[config.mk]
export PLATFORM = sky130hd
export DESIGN_NAME = cdm_top
export DESIGN_NICKNAME = d
export VERILOG_FILES = /design/src/rtl/cdm_pkg.sv /design/src/rtl/cdm_top.sv
export VERILOG_INCLUDE_DIRS = /design/src /design/src/rtl
export SDC_FILE = /design/constraint.sdc
export NUM_CORES = 1
export LEC_CHECK = 0
export ABC_AREA = 1
export BUFFER_PORTS_ARGS = -buffer_cell sky130_fd_sc_hd__buf_2
export CORE_ASPECT_RATIO = 0.9
export CORE_MARGIN = 4
export CORE_UTILIZATION = 50
export CTS_CLUSTER_SIZE = 12
export DETAILED_ROUTE_END_ITERATION = 12
export PLACE_DENSITY = 0.7
export SKIP_CTS_REPAIR_TIMING = 1
export SLEW_MARGIN = 10
export SYNTH_ARGS = -nofsm -noshare
export SYNTH_HDL_FRONTEND = slang
export SYNTH_SLANG_ARGS = --single-unit
[constraint.sdc]
create_clock -name clock -period 2.12 [get_ports clock]
set_input_delay 0.318 -clock clock [delete_from_list [all_inputs] [get_ports clock]]
set_output_delay 0.318 -clock clock [all_outputs]
set_load 0.05 [all_outputs]
[src/rtl/cdm_cfg.svh]
// constants for the counter/delay macrocell pair: field codes and widths
// assumes inclusion by bare name from the package and the top design file
`ifndef CDM_CFG_SVH
`define CDM_CFG_SVH

`define CDM_COUNT_WIDTH 14
`define CDM_COUNT_RESET 14'h0000

`define CDM_FUNC_DELAY 2'h0
`define CDM_FUNC_COUNT 2'h1
`define CDM_FUNC_EDGE 2'h2
`define CDM_FUNC_WAKE 2'h3

`define CDM_EDGE_BOTH 2'h0
`define CDM_EDGE_FALL 2'h1
`define CDM_EDGE_RISE 2'h2
`define CDM_EDGE_NONE 2'h3

`define CDM_CLK_RC 3'h0
`define CDM_CLK_DIV4 3'h1
`define CDM_CLK_DIV24 3'h2
`define CDM_CLK_DIV64 3'h3
`define CDM_CLK_LF 3'h4
`define CDM_CLK_CHAIN 3'h5
`define CDM_CLK_RING 3'h6
`define CDM_CLK_MATRIX 3'h7

`endif

[src/rtl/cdm_pkg.sv]
// types shared by the counter/delay macrocell design
// assumes cdm_cfg.svh is on the include path
`include "cdm_cfg.svh"

package cdm_pkg;

  // static settings of one cell, held in one-time configuration memory
  typedef struct packed {
    logic [`CDM_COUNT_WIDTH-1:0] count_value;
    logic [2:0] clock_select;
    logic [1:0] edge_select;
    logic [1:0] function_select;
    logic wake_down_state;
  } cdm_cell_cfg_type;

  typedef enum logic [1:0] {
    CDM_IDLE = 2'b01,
    CDM_RUN = 2'b10
  } cdm_delay_state_type;

endpackage : cdm_pkg

[src/rtl/cdm_top.sv]
// two 14-bit counter/delay cells with clock select, chaining and edge modes
// assumes all oscillator and matrix inputs are synchronous to clock and
// that configuration inputs stay static while running
`timescale 1ns/1ps
`default_nettype none
`include "cdm_cfg.svh"

// rise and fall of a level sampled on clock; the previous sample follows
// the level through reset too, so a pin already high at release shows no
// false edge and a counter does not take a spurious first tick
module cdm_edge_sense #(
  parameter int WIDTH = 1
) (
  input wire logic clock,
  input wire logic [WIDTH-1:0] level,
  output logic [WIDTH-1:0] rise,
  output logic [WIDTH-1:0] fall
);
  import cdm_pkg::*;

  logic [WIDTH-1:0] prev_reg;

  always_ff @(posedge clock) begin
    prev_reg <= level;
  end

  assign rise = level & ~prev_reg;
  assign fall = ~level & prev_reg;

endmodule : cdm_edge_sense

// one counter/delay cell; HAS_WAKE adds the wake/sleep function of cell zero
module cdm_cell #(
  parameter int COUNT_WIDTH = `CDM_COUNT_WIDTH,
  parameter bit HAS_WAKE = 1'b0
) (
  input wire logic clock,
  input wire logic reset,
  input wire logic [7:0] clock_sources,
  input wire logic cell_in,
  input wire logic wake_osc_down,
  input wire logic [COUNT_WIDTH-1:0] count_value,
  input wire logic [2:0] clock_select,
  input wire logic [1:0] edge_select,
  input wire logic [1:0] function_select,
  input wire logic wake_down_state,
  output logic cell_out,
  output logic terminal,
  output logic osc_request
);
  import cdm_pkg::*;

  logic [COUNT_WIDTH-1:0] count_reg;
  logic [COUNT_WIDTH-1:0] count_next;
  logic out_reg;
  logic out_next;
  logic term_reg;
  logic term_next;
  // level the output takes when a running delay expires
  logic target_reg;
  logic target_next;
  logic osc_reg;
  cdm_delay_state_type state_reg;
  cdm_delay_state_type state_next;

  // selected clock is sampled; a tick is its rising edge in this domain
  wire logic src_level = clock_sources[clock_select];
  logic tick;
  cdm_edge_sense #(.WIDTH(1)) src_sense (
    .clock(clock),
    .level(src_level),
    .rise(tick),
    .fall()
  );
  // the source runs freely, so a tick may land right after an input edge
  // and the first period comes out short

  logic in_rise;
  logic in_fall;
  cdm_edge_sense #(.WIDTH(1)) in_sense (
    .clock(clock),
    .level(cell_in),
    .rise(in_rise),
    .fall(in_fall)
  );
  wire logic in_change = in_rise | in_fall;

  wire logic sel_both = (edge_select == `CDM_EDGE_BOTH);
  wire logic sel_fall = (edge_select == `CDM_EDGE_FALL);
  wire logic sel_rise = (edge_select == `CDM_EDGE_RISE);
  wire logic sel_none = (edge_select == `CDM_EDGE_NONE);

  wire logic edge_hit = (sel_both & in_change) | (sel_fall & in_fall) |
                        (sel_rise & in_rise);

  // high-level reset holds the counter while the input is high
  wire logic count_clear = sel_none ? cell_in : edge_hit;

  wire logic is_delay = (function_select == `CDM_FUNC_DELAY);
  wire logic is_count = (function_select == `CDM_FUNC_COUNT);
  wire logic is_edge = (function_select == `CDM_FUNC_EDGE);
  // code 11 is wake/sleep only where the cell has it; elsewhere reserved
  wire logic is_wake = HAS_WAKE && (function_select == `CDM_FUNC_WAKE);

  wire logic count_zero = (count_reg == '0);
  // a zero count reloads or ends the delay instead of decrementing, so this never wraps
  wire logic [COUNT_WIDTH-1:0] count_dec = count_reg - COUNT_WIDTH'(1);

  always_comb begin
    count_next = count_reg;
    out_next = out_reg;
    term_next = 1'b0;
    target_next = target_reg;
    state_next = state_reg;
    if (is_delay) begin
      if (sel_none) begin
        out_next = cell_in;
        state_next = CDM_IDLE;
      end else if (edge_hit) begin
        // start a delay: count_value+1 ticks until the output moves
        // a new selected edge restarts a running delay with the new target
        count_next = count_value;
        target_next = cell_in;
        state_next = CDM_RUN;
      end else if (in_change) begin
        // an edge that is not delayed passes at once and cancels a delay
        out_next = cell_in;
        state_next = CDM_IDLE;
      end else begin
        // ticks on the edge that starts a delay are not counted, so each
        // delay counts from the next tick after the edge, which may come one cycle later
        case (state_reg)
          CDM_RUN: begin
            if (tick && count_zero) begin
              out_next = target_reg;
              state_next = CDM_IDLE;
            end else if (tick) begin
              count_next = count_dec;
            end
          end
          CDM_IDLE: begin
            // the output keeps its level until the next input edge
            state_next = CDM_IDLE;
          end
          default: begin
            // an illegal code falls back to idle rather than lock up
            state_next = CDM_IDLE;
          end
        endcase
      end
    end else if (is_count || is_wake) begin
      state_next = CDM_IDLE;
      if (is_wake && wake_osc_down) begin
        // powered down: the output parks at the configured level and the
        // count restarts from the top once the oscillator runs again
        out_next = wake_down_state;
        count_next = count_value;
      end else if (count_clear) begin
        // a reset condition beats a tick in the same cycle, so a reload is
        // never lost to a decrement
        count_next = count_value;
        out_next = 1'b0;
      end else if (tick) begin
        if (count_zero) begin
          // reload and keep counting: period is count_value+1
          count_next = count_value;
          term_next = 1'b1;
          out_next = 1'b1;
        end else begin
          count_next = count_dec;
          out_next = 1'b0;
        end
      end
    end else if (is_edge) begin
      // one-cycle pulse on each selected input edge
      // the pulse is one system cycle wide whatever clock is selected
      out_next = edge_hit;
      state_next = CDM_IDLE;
    end else begin
      // reserved function code: cell parks with its output low
      out_next = 1'b0;
      state_next = CDM_IDLE;
    end
  end

  // in counter mode with high-level reset the oscillator only needs to run
  // while the reset input is low, which saves its standby current
  wire logic osc_next = (is_count && sel_none) ? ~cell_in : 1'b1;

  always_ff @(posedge clock) begin
    if (reset) begin
      count_reg <= COUNT_WIDTH'(`CDM_COUNT_RESET);
      out_reg <= 1'b0;
      term_reg <= 1'b0;
      target_reg <= 1'b0;
      osc_reg <= 1'b1;
      state_reg <= CDM_IDLE;
    end else begin
      count_reg <= count_next;
      out_reg <= out_next;
      term_reg <= term_next;
      target_reg <= target_next;
      osc_reg <= osc_next;
      state_reg <= state_next;
    end
  end

  assign cell_out = out_reg;
  assign terminal = term_reg;
  assign osc_request = osc_reg;

endmodule : cdm_cell

// cells zero and one of the ten; the 8-bit cells and the state-machine
// and ramp options of other cells are not part of this pair
module cdm_top (
  input wire logic clock,
  input wire logic reset,
  input wire logic rc_osc_clock,
  input wire logic rc_osc_div_four,
  input wire logic rc_osc_div_twentyfour,
  input wire logic rc_osc_div_sixtyfour,
  input wire logic low_freq_osc_clock,
  input wire logic ring_osc_clock,
  input wire logic cell_nine_terminal,
  input wire logic first_matrix_clock_line,
  input wire logic second_matrix_clock_line,
  input wire logic first_matrix_cell_in,
  input wire logic second_matrix_cell_in,
  input wire logic wake_osc_down,
  input wire cdm_pkg::cdm_cell_cfg_type cell_zero_cfg,
  input wire cdm_pkg::cdm_cell_cfg_type cell_one_cfg,
  output logic first_matrix_cell_out,
  output logic cell_zero_terminal,
  output logic cell_zero_osc_request,
  output logic second_matrix_cell_out,
  output logic cell_one_terminal,
  output logic cell_one_osc_request
);
  import cdm_pkg::*;

  // source vectors are indexed by the clock select code
  wire logic [7:0] zero_sources = {
    first_matrix_clock_line, ring_osc_clock, cell_nine_terminal,
    low_freq_osc_clock, rc_osc_div_sixtyfour, rc_osc_div_twentyfour,
    rc_osc_div_four, rc_osc_clock};

  wire logic [7:0] one_sources = {
    second_matrix_clock_line, ring_osc_clock, cell_zero_terminal,
    low_freq_osc_clock, rc_osc_div_sixtyfour, rc_osc_div_twentyfour,
    rc_osc_div_four, rc_osc_clock};

  // cell zero sits on the first matrix, cell one on the second
  cdm_cell #(.COUNT_WIDTH(`CDM_COUNT_WIDTH), .HAS_WAKE(1'b1)) cell_zero (
    .clock(clock),
    .reset(reset),
    .clock_sources(zero_sources),
    .cell_in(first_matrix_cell_in),
    .wake_osc_down(wake_osc_down),
    .count_value(cell_zero_cfg.count_value),
    .clock_select(cell_zero_cfg.clock_select),
    .edge_select(cell_zero_cfg.edge_select),
    .function_select(cell_zero_cfg.function_select),
    .wake_down_state(cell_zero_cfg.wake_down_state),
    .cell_out(first_matrix_cell_out),
    .terminal(cell_zero_terminal),
    .osc_request(cell_zero_osc_request)
  );

  // cell one has no wake/sleep function, so its power-down input is tied low
  cdm_cell #(.COUNT_WIDTH(`CDM_COUNT_WIDTH), .HAS_WAKE(1'b0)) cell_one (
    .clock(clock),
    .reset(reset),
    .clock_sources(one_sources),
    .cell_in(second_matrix_cell_in),
    .wake_osc_down(1'b0),
    .count_value(cell_one_cfg.count_value),
    .clock_select(cell_one_cfg.clock_select),
    .edge_select(cell_one_cfg.edge_select),
    .function_select(cell_one_cfg.function_select),
    .wake_down_state(cell_one_cfg.wake_down_state),
    .cell_out(second_matrix_cell_out),
    .terminal(cell_one_terminal),
    .osc_request(cell_one_osc_request)
  );

endmodule : cdm_top
`default_nettype wire

* Word-level counts from Yosys, hierarchy flattened *
Cells that the tools add are included.

storage, ports and cells
  bits in registers = 44
  bits of input ports = 58
  output and inout port bits = 6
  word-level logic and storage cells = 175

operators by class
  add/sub/neg operators = 2
  magnitude comparators = 2
  eq/ne operators = 33
  muxes and demuxes = 60
  bitwise operators = 34
  reduce and logical (&&, ||, !) cells = 28

operators by type and width
  kind                     number
  $mux W14                 23
  $logic_not A14 Y1        2
  $sub A14 B1 Y14 const B  2
  $mux W1                  27
  $eq A2 B2 Y1 const B     9
  $ne A3 B2 Y1 const B     6
  $mux W2                  8
  $ne A4 B2 Y1 const B     4
  $not A1 Y1               16
  $reduce_and A7 Y1        2
  $and A1 B1 Y1            12
  $ne A4 B1 Y1 const B     3
  $eq A2 B1 Y1 const B     4
  $logic_not A2 Y1         4
  $lt A3 B4 Y1 const B     2
  $reduce_and A4 Y1        2
  $bmux W1 S3              2
  $ne A3 B1 Y1 const B     2
  $ne A3 B3 Y1 const B     2
  $or A1 B1 Y1             6
  $reduce_and A3 Y1        2
  $reduce_or A3 Y1         2
  $reduce_or A6 Y1         1
  $logic_and A1 B1 Y1      5
  other kinds (8)          11

* Logic depth before layout (Yosys ltp) *
Gate-level depths: netlist of the first run.

  word-level depth = 11
  mapped depth = 15
  depth with buffers taken out = 14

* Modules after synthesis *
Synthesis of the first run repeated with hierarchy kept, for this count alone.

second synthesis, totals
  cell total of the unflattened synthesis = 566
  area, all modules = 3352.0 sq um

modules (own cells, without submodules)
  module                instances  cells an instance  area an instance (sq um)  seq. area each (sq um)
  cdm_cell (cell_one)   1          278                1615.3                    400.4
  cdm_cell (cell_zero)  1          267                1592.8                    400.4
  cdm_edge_sense        4          5                  35.0                      20.0
  cdm_top               1          1                  3.8                       0.0

* Worst setup path after synthesis of the first run *
No wires, ideal clock.

  kind = input -> register
  from = input port first_matrix_cell_in
  to = register cell_zero.count_reg[10]
  library setup time = 0.113 ns
  arrival = 1.723 ns
  required time = 2.007 ns
  setup slack = 0.285 ns
  stages = 11
  path buffers = 1
  cells stage by stage = inv_1 -> ha_1 -> nand3_1 -> nand3_2 -> nand3_2 -> nor2_1 -> a21oi_4 -> nand2_4 -> buf_8 -> nor2_1 -> nor2_1

between the ends
  word-level cells in the longest chain between the ends = 11
  elaborated cells on any way between the ends = 22
  classes of those cells = eq/ne (4); mux (7); bitwise (9); reduce/logical (2)

ends and longest elaborated chain
  element                     RTL line        text
  from (decl)                 cdm_top.sv:228  input wire logic first_matrix_cell_in,
  $not A1 Y1                  cdm_top.sv:28   assign fall = ~level & prev_reg;
  $and A1 B1 Y1               cdm_top.sv:28
  $or A1 B1 Y1                cdm_top.sv:86   wire logic in_change = in_rise | in_fall;
  $and A1 B1 Y1               cdm_top.sv:93   wire logic edge_hit = (sel_both & in_change) | (sel_fall & in_fall) |
  $or A1 B1 Y1 (2 in series)  cdm_top.sv:93
  $mux W1                     cdm_top.sv:97   wire logic count_clear = sel_none ? cell_in : edge_hit;
  $mux W14                    cdm_top.sv:158  end else if (count_clear) begin
  $mux W14                    cdm_top.sv:153  if (is_wake && wake_osc_down) begin
  $mux W14                    cdm_top.sv:151  end else if (is_count || is_wake) begin
  $mux W14                    cdm_top.sv:115  if (is_delay) begin
  to (signal assigned)        cdm_top.sv:192  count_reg <= COUNT_WIDTH'(`CDM_COUNT_RESET);
  to (signal assigned)        cdm_top.sv:199  count_reg <= count_next;
  to (decl)                   cdm_top.sv:53   logic [COUNT_WIDTH-1:0] count_reg;

Parallel ways exist; a longest one is shown, timed or not. The select of a mux whose other input is x is not followed.
A chain may end at the register's enable or synchronous reset.

* Worst setup path after layout of the first run *
  from = register cell_zero.count_reg[0]
  to = register cell_zero.count_reg[12]

between the ends
  word-level cells in the longest chain between the ends = 8
  elaborated cells on any way between the ends = 17
  classes of those cells = add/sub (1); eq/ne (1); mux (12); reduce/logical (3)

ends and longest elaborated chain
  element          RTL line        text
  $sub A14 B1 Y14  cdm_top.sv:107  wire logic [COUNT_WIDTH-1:0] count_dec = count_reg - COUNT_WIDTH'(1);
  $mux W14         cdm_top.sv:137  end else if (tick) begin
  $mux W14         cdm_top.sv:134  if (tick && count_zero) begin
  $mux W14         cdm_top.sv:132  case (state_reg)
  $mux W14         cdm_top.sv:125  end else if (in_change) begin
  $mux W14         cdm_top.sv:119  end else if (edge_hit) begin
  $mux W14         cdm_top.sv:116  if (sel_none) begin
  $mux W14         cdm_top.sv:115

Parallel ways exist; a longest one is shown, timed or not. The select of a mux whose other input is x is not followed.

==> results_dict.tcl, run 1 <==
set metrics [dict create \
    max_freq_mhz 518 \
    clock_sinks 44 \
    n_fill_cell 624 \
    cts_tree "built" \
    critPathMaxStageDelay_ns 0.35 \
    multi_input_area_um2 2030 \
    path_delay_family "simple AND/OR/NAND/NOR gates" \
    netlist_instances 547 \
    min_delay_path_depth 1 \
    sw_frac_of_total_pct 40.1 \
    placed_area_um2 3730 \
    crit_path_top_delay_cell "dfxtp_1" \
    async_reset_ff_share_pct 0 \
    grt_setup_unrepaired "no" \
    yosysSeqAreaShare_pct 26.9 \
    areaGrowthSynthToFinish_pct 17.2 \
    cts_root_buf "clkbuf_8" \
    hold_viol_final 0 \
    crit_buf_inv 2 \
    worstSetupStartpointType "register" \
    synth_top_cell_area_share_pct 26.9 \
    routedWlPerCell_um 10.4 \
    synth_cell_types 36 \
    fin_skew_ns 0.00787 \
    setup-violations-final 0 \
    die_w_um 93.2 \
    tns_ns 0 \
    insertion_delay_ns 0.30 \
    path_cells "inv_1, ha_1, nand2_2, nor2_8, nand4_4, nand4_1, nand2_4, nand2_4, inv_1, nor2_1, nor2_1" \
    gp_congestion 0.896 \
    grt_max_degree 22 \
    p_seq_share_pct 36.4 \
    clkPwrFrac_pct 20.6 \
    end_kind "register" \
    viasPerCell 4.75 \
    syn-cell-area_um2 3270 \
    drt_iter0_drc 105 \
    layout.area.seq_um2 881 \
    yosysWarnings 0 \
    core_um2 6220 \
    path_depth 11 \
    drc 0 \
    clk_pin_slew_ns 0.08 \
    yosys_register_bits 44 \
    power.leakage_uw 0.00208 \
    p_switching_uw 1090 \
    ios 64 \
    grt_usage_pct 19.5 \
    r2r_cells 11 \
    ant_nets 0 \
    grt_overflow 0 \
    finalCritPeriodShare_pct 91.1 \
    p_per_area_nw_per_um2 711 \
    grt_pass1_vias 3128 \
    hold_class "primary input to register" \
    rows 27 \
    max_cap_violations 0 \
    crit_path_max_fanout 16 \
    synth_top_area_cell "dfxtp_1" \
    critical_path_class "register to register" \
    antenna_found_initial 0 \
    min_period_ns 1.93 \
    yosysMostFrequentCell "nand2_1" \
    cts_htree_levels 2 \
    dpl.hpwl_mm 5.80 \
    synth_area_per_cell_um2 5.98 \
    synth_area_leaders "dfxtp_1, nand2_1, nor2_1, inv_1, nand3_1" \
    die-area_um2 7900 \
    relSlewSlack_pct 74.5 \
    drt_wl_total_mm 7.38 \
    synth_common_cells "nand2_1, nor2_1, inv_1" \
    io_buffers 62 \
    grt_pass1_wl_mm 12.9 \
    tightest_slew_ns 0.381 \
    arrival_ns 2.13 \
    max-clock-path-buffers 2 \
    critPathRequiredTime_ns 2.32 \
    final_area_um2 3830 \
    vias 3363 \
    start_util_pct 52.6 \
    combinationalPowerShare_pct 43.0 \
    cts-buffers-inserted 5 \
    antenna_cells 0 \
    synth_edf_count 0 \
    fin_nets 684 \
    run_status "completed" \
    drive_gt1_share_pct 18.5 \
    synthesis.nets 611 \
    synthFlopType "dfxtp_1" \
    cell_internal_pwr_uw 1630 \
    drt_first_pass_iters 5 \
    ir_worst_vdd_mv 0.356 \
    dieHeight_um 84.7 \
    finalMaxSlewViolations 0 \
]
-- stage by stage --
stage               hold slack, ns  utilization, %  cells  worst slack [ns]  total power, uW
floorplan                    0.346               -    547             0.285             1920
global placement             0.447            60.1    700            0.0961             2150
detailed placement           0.451            60.1    700            0.0557             2180
CTS                          0.144            61.6    708             0.193             2750
global route                 0.146            61.6    708           0.00178             2980
finish                       0.152            61.6    708             0.189             2730
-- path summary, 6_finish.rpt --
kind	to	startpoint	slack [ns]
hold / removal	cell_zero.in_sense.prev_reg	first_matrix_cell_in	0.15
setup / recovery	cell_zero.count_reg[12]	cell_zero.count_reg[0]	0.19
hold reg to reg	cell_one.target_reg	cell_one.target_reg	0.46
setup reg to reg	cell_zero.count_reg[12]	cell_zero.count_reg[0]	0.19
-- area by class of cell --
class | count | area share, %
repair buffers | 76 | 11.2
inverters | 78 | 7.64
clock inverters | 2 | 0.261
well taps | 87 | 2.84
flip-flops and latches | 44 | 23.0
clock buffers | 6 | 2.16
multi-input cells | 415 | 52.9
-- power groups by stage --
| stage | clock [uW] | sequential (uW) | combinational, uW |
|---|---|---|---|
| floorplan | 0 | 1010 | 912 |
| global placement | 0 | 1010 | 1140 |
| detailed placement | 0 | 1010 | 1170 |
| CTS | 583 | 991 | 1170 |
| global route | 619 | 1000 | 1360 |
| finish | 562 | 992 | 1170 |
-- placed cells by master (no fill, tap or decap), types with 4 or more instances in the layout --
cell and instances:
nand2_1 175, nor2_1 87, inv_1 75, buf_2 62, nand3_1 56, dfxtp_1 44, xor2_1 17, a21oi_1 14
buf_4 13, nand2_2 9, nand3b_1 8, o21ai_0 8, ha_1 6, clkbuf_8 6, nor2_2 4, nand2_4 4
nand4_1 4
-- cell families after synthesis --
| family | share of synthesized area [%] |
|---|---|
| fa+ha+maj | 2.30 |
| flops | 26.9 |
| compound gates | 5.05 |
| xor+xnor | 5.09 |
| simple gates | 49.4 |
| buf+inv | 11.2 |
-- routing by layer --
layer | global-route usage, % | part of all wire (%) | up-vias
met5 | 0 | 0 | -
met4 | 6.13 | 1.0 | 0
met3 | 3.32 | 4.6 | 8
met2 | 33.8 | 47 | 66
met1 | 24.5 | 47 | 1457
li1 | - | - | 1832
No activity file was read; power rests on OpenSTA's default activity.
==> inputs of run 2 (changes only) <==
Settings changed: CORE_UTILIZATION 50 to 45, PLACE_DENSITY 0.7 to 0.64.
==> results_dict.tcl, run 2 (synthesis gave the netlist of run 1 again) <==
set metrics [dict create \
    start_util_pct 46.2 \
    worstSetupStartpointType "register" \
    vias 3362 \
    pre_cts_ws_ns 0.0646 \
    max-clock-path-buffers 2 \
    grt_pass1_vias 2999 \
    antenna_found_initial 0 \
    cell_internal_pwr_uw 1730 \
    layout_commonest_cell "nand2_1" \
    ir_worst_vdd_mv 0.338 \
    rows 29 \
    ios 64 \
    r2r_cells 12 \
    dieHeight_um 88.9 \
    hold_viol_final 0 \
    holdWs_ns 0.150 \
    min_delay_path_depth 1 \
    tightest_slew_ns 0.341 \
    areaGrowthSynthToFinish_pct 18.4 \
    grt_usage_pct 17.2 \
    critPathRequiredTime_ns 2.32 \
    min_to "cell_zero.in_sense.prev_reg" \
    power.leakage_uw 0.00209 \
    p_seq_share_pct 35.2 \
    insertion_delay_ns 0.30 \
    grt_pass1_wl_mm 12.4 \
    combinationalPowerShare_pct 41.8 \
    tns_ns 0 \
    finalCritPeriodShare_pct 88.4 \
    io_buffers 62 \
    final_cell_mix "nand2_1, nor2_1, inv_1" \
    drc 0 \
    grt_overflow 0 \
    min_period_ns 1.87 \
    max_freq_mhz 534 \
    n_fill_cell 758 \
    max_cap_violations 0 \
    core_um2 7080 \
    antenna_cells 0 \
    arrival_ns 2.08 \
    cts_root_buf "clkbuf_8" \
    p_per_area_nw_per_um2 728 \
    run_status "completed" \
    dpl.hpwl_mm 5.90 \
    critical_path_class "register to register" \
    min-delay-start "first_matrix_cell_in" \
    layout.area.seq_um2 881 \
    gp_congestion 0.869 \
    clkPwrFrac_pct 23.0 \
    die_w_um 97.8 \
    grt_max_degree 17 \
    timing.rr.start "cell_one.count_reg[1]" \
    crit_path_max_fanout 10 \
    fin_skew_ns 0.00777 \
    hold_class "primary input to register" \
    cts_tree "built" \
    die-area_um2 8690 \
    cts-buffers-inserted 5 \
    viasPerCell 4.69 \
    clock_sinks 44 \
    ant_nets 0 \
    drt_iter0_drc 150 \
    setup_ws_ns 0.246 \
    grt_setup_unrepaired "no" \
    end_kind "register" \
    cts_htree_levels 2 \
    drt_first_pass_iters 4 \
    clk_pin_slew_ns 0.09 \
    multi_input_area_um2 2040 \
    setup-violations-final 0 \
    routedWlPerCell_um 10.4 \
    drive_gt1_share_pct 18.4 \
    fin_nets 687 \
    p_switching_uw 1090 \
    reg2reg_to "cell_one.count_reg[13]" \
    drt_wl_total_mm 7.49 \
    r2r_slack_ns 0.25 \
    sw_frac_of_total_pct 38.8 \
    relSlewSlack_pct 77.2 \
    finalMaxSlewViolations 0 \
]
run 2: layout make-up:
type | count | share of cell area, %
multi-input combinational | 415 | 52.6
sequential | 44 | 22.7
timing repair buffer | 79 | 11.3
inverter | 78 | 7.56
tap | 93 | 3.00
clock buffer | 6 | 1.87
clock inverter | 2 | 0.905
run 2: worst max path at each step:
stage	start	end	slack (ns)
floorplan	first_matrix_cell_in	cell_zero.count_reg[10]	0.28
global placement	first_matrix_cell_in	cell_zero.count_reg[0]	0.09
detailed placement	first_matrix_cell_in	cell_zero.count_reg[11]	0.06
CTS	cell_one.count_reg[1]	cell_one.count_reg[4]	0.16
global route	cell_one.count_reg[1]	cell_one.count_reg[6]	0.02
finish	cell_one.count_reg[1]	cell_one.count_reg[13]	0.25
run 2: metal layers:
layer  share of wire, %  routed length (um)  global-route usage [%]
met5                  0                   0                       0
met2                 48                3590                    31.1
met4                1.1                  79                    5.41
met3                4.1                 307                    2.84
met1                 47                3510                    21.2
run 2: power groups by stage:
stage	sequential (uW)	combinational [uW]	clock, uW
5_1_grt	1010	1360	711
3_5_place_dp	1010	1170	0
2_1_floorplan	1010	912	0
6_report	993	1180	648
4_1_cts	992	1180	676
3_3_place_gp	1010	1150	0
run 2: critical path, stage by stage (launching register included):
cell and delay, ns:
dfxtp_1 0.33, inv_1 0.07, ha_1 0.20, nand2_1 0.15, nor2_4 0.21, nand4_4 0.15
nand3_1 0.14, nand2_2 0.08, nand2_1 0.12, buf_4 0.18, nand2_1 0.06, nand2_1 0.05
nor2_1 0.04
run 2: stage by stage:
step | utilization (%) | area [um2] | std cells | total power (uW)
final | 54.7 | 3870 | 717 | 2820
after global placement | 53.0 | 3750 | 709 | 2160
after CTS | 54.5 | 3860 | 717 | 2850
after detailed placement | 53.0 | 3750 | 709 | 2180
after global routing | 54.7 | 3870 | 717 | 3070
after floorplan | - | 3270 | 547 | 1920
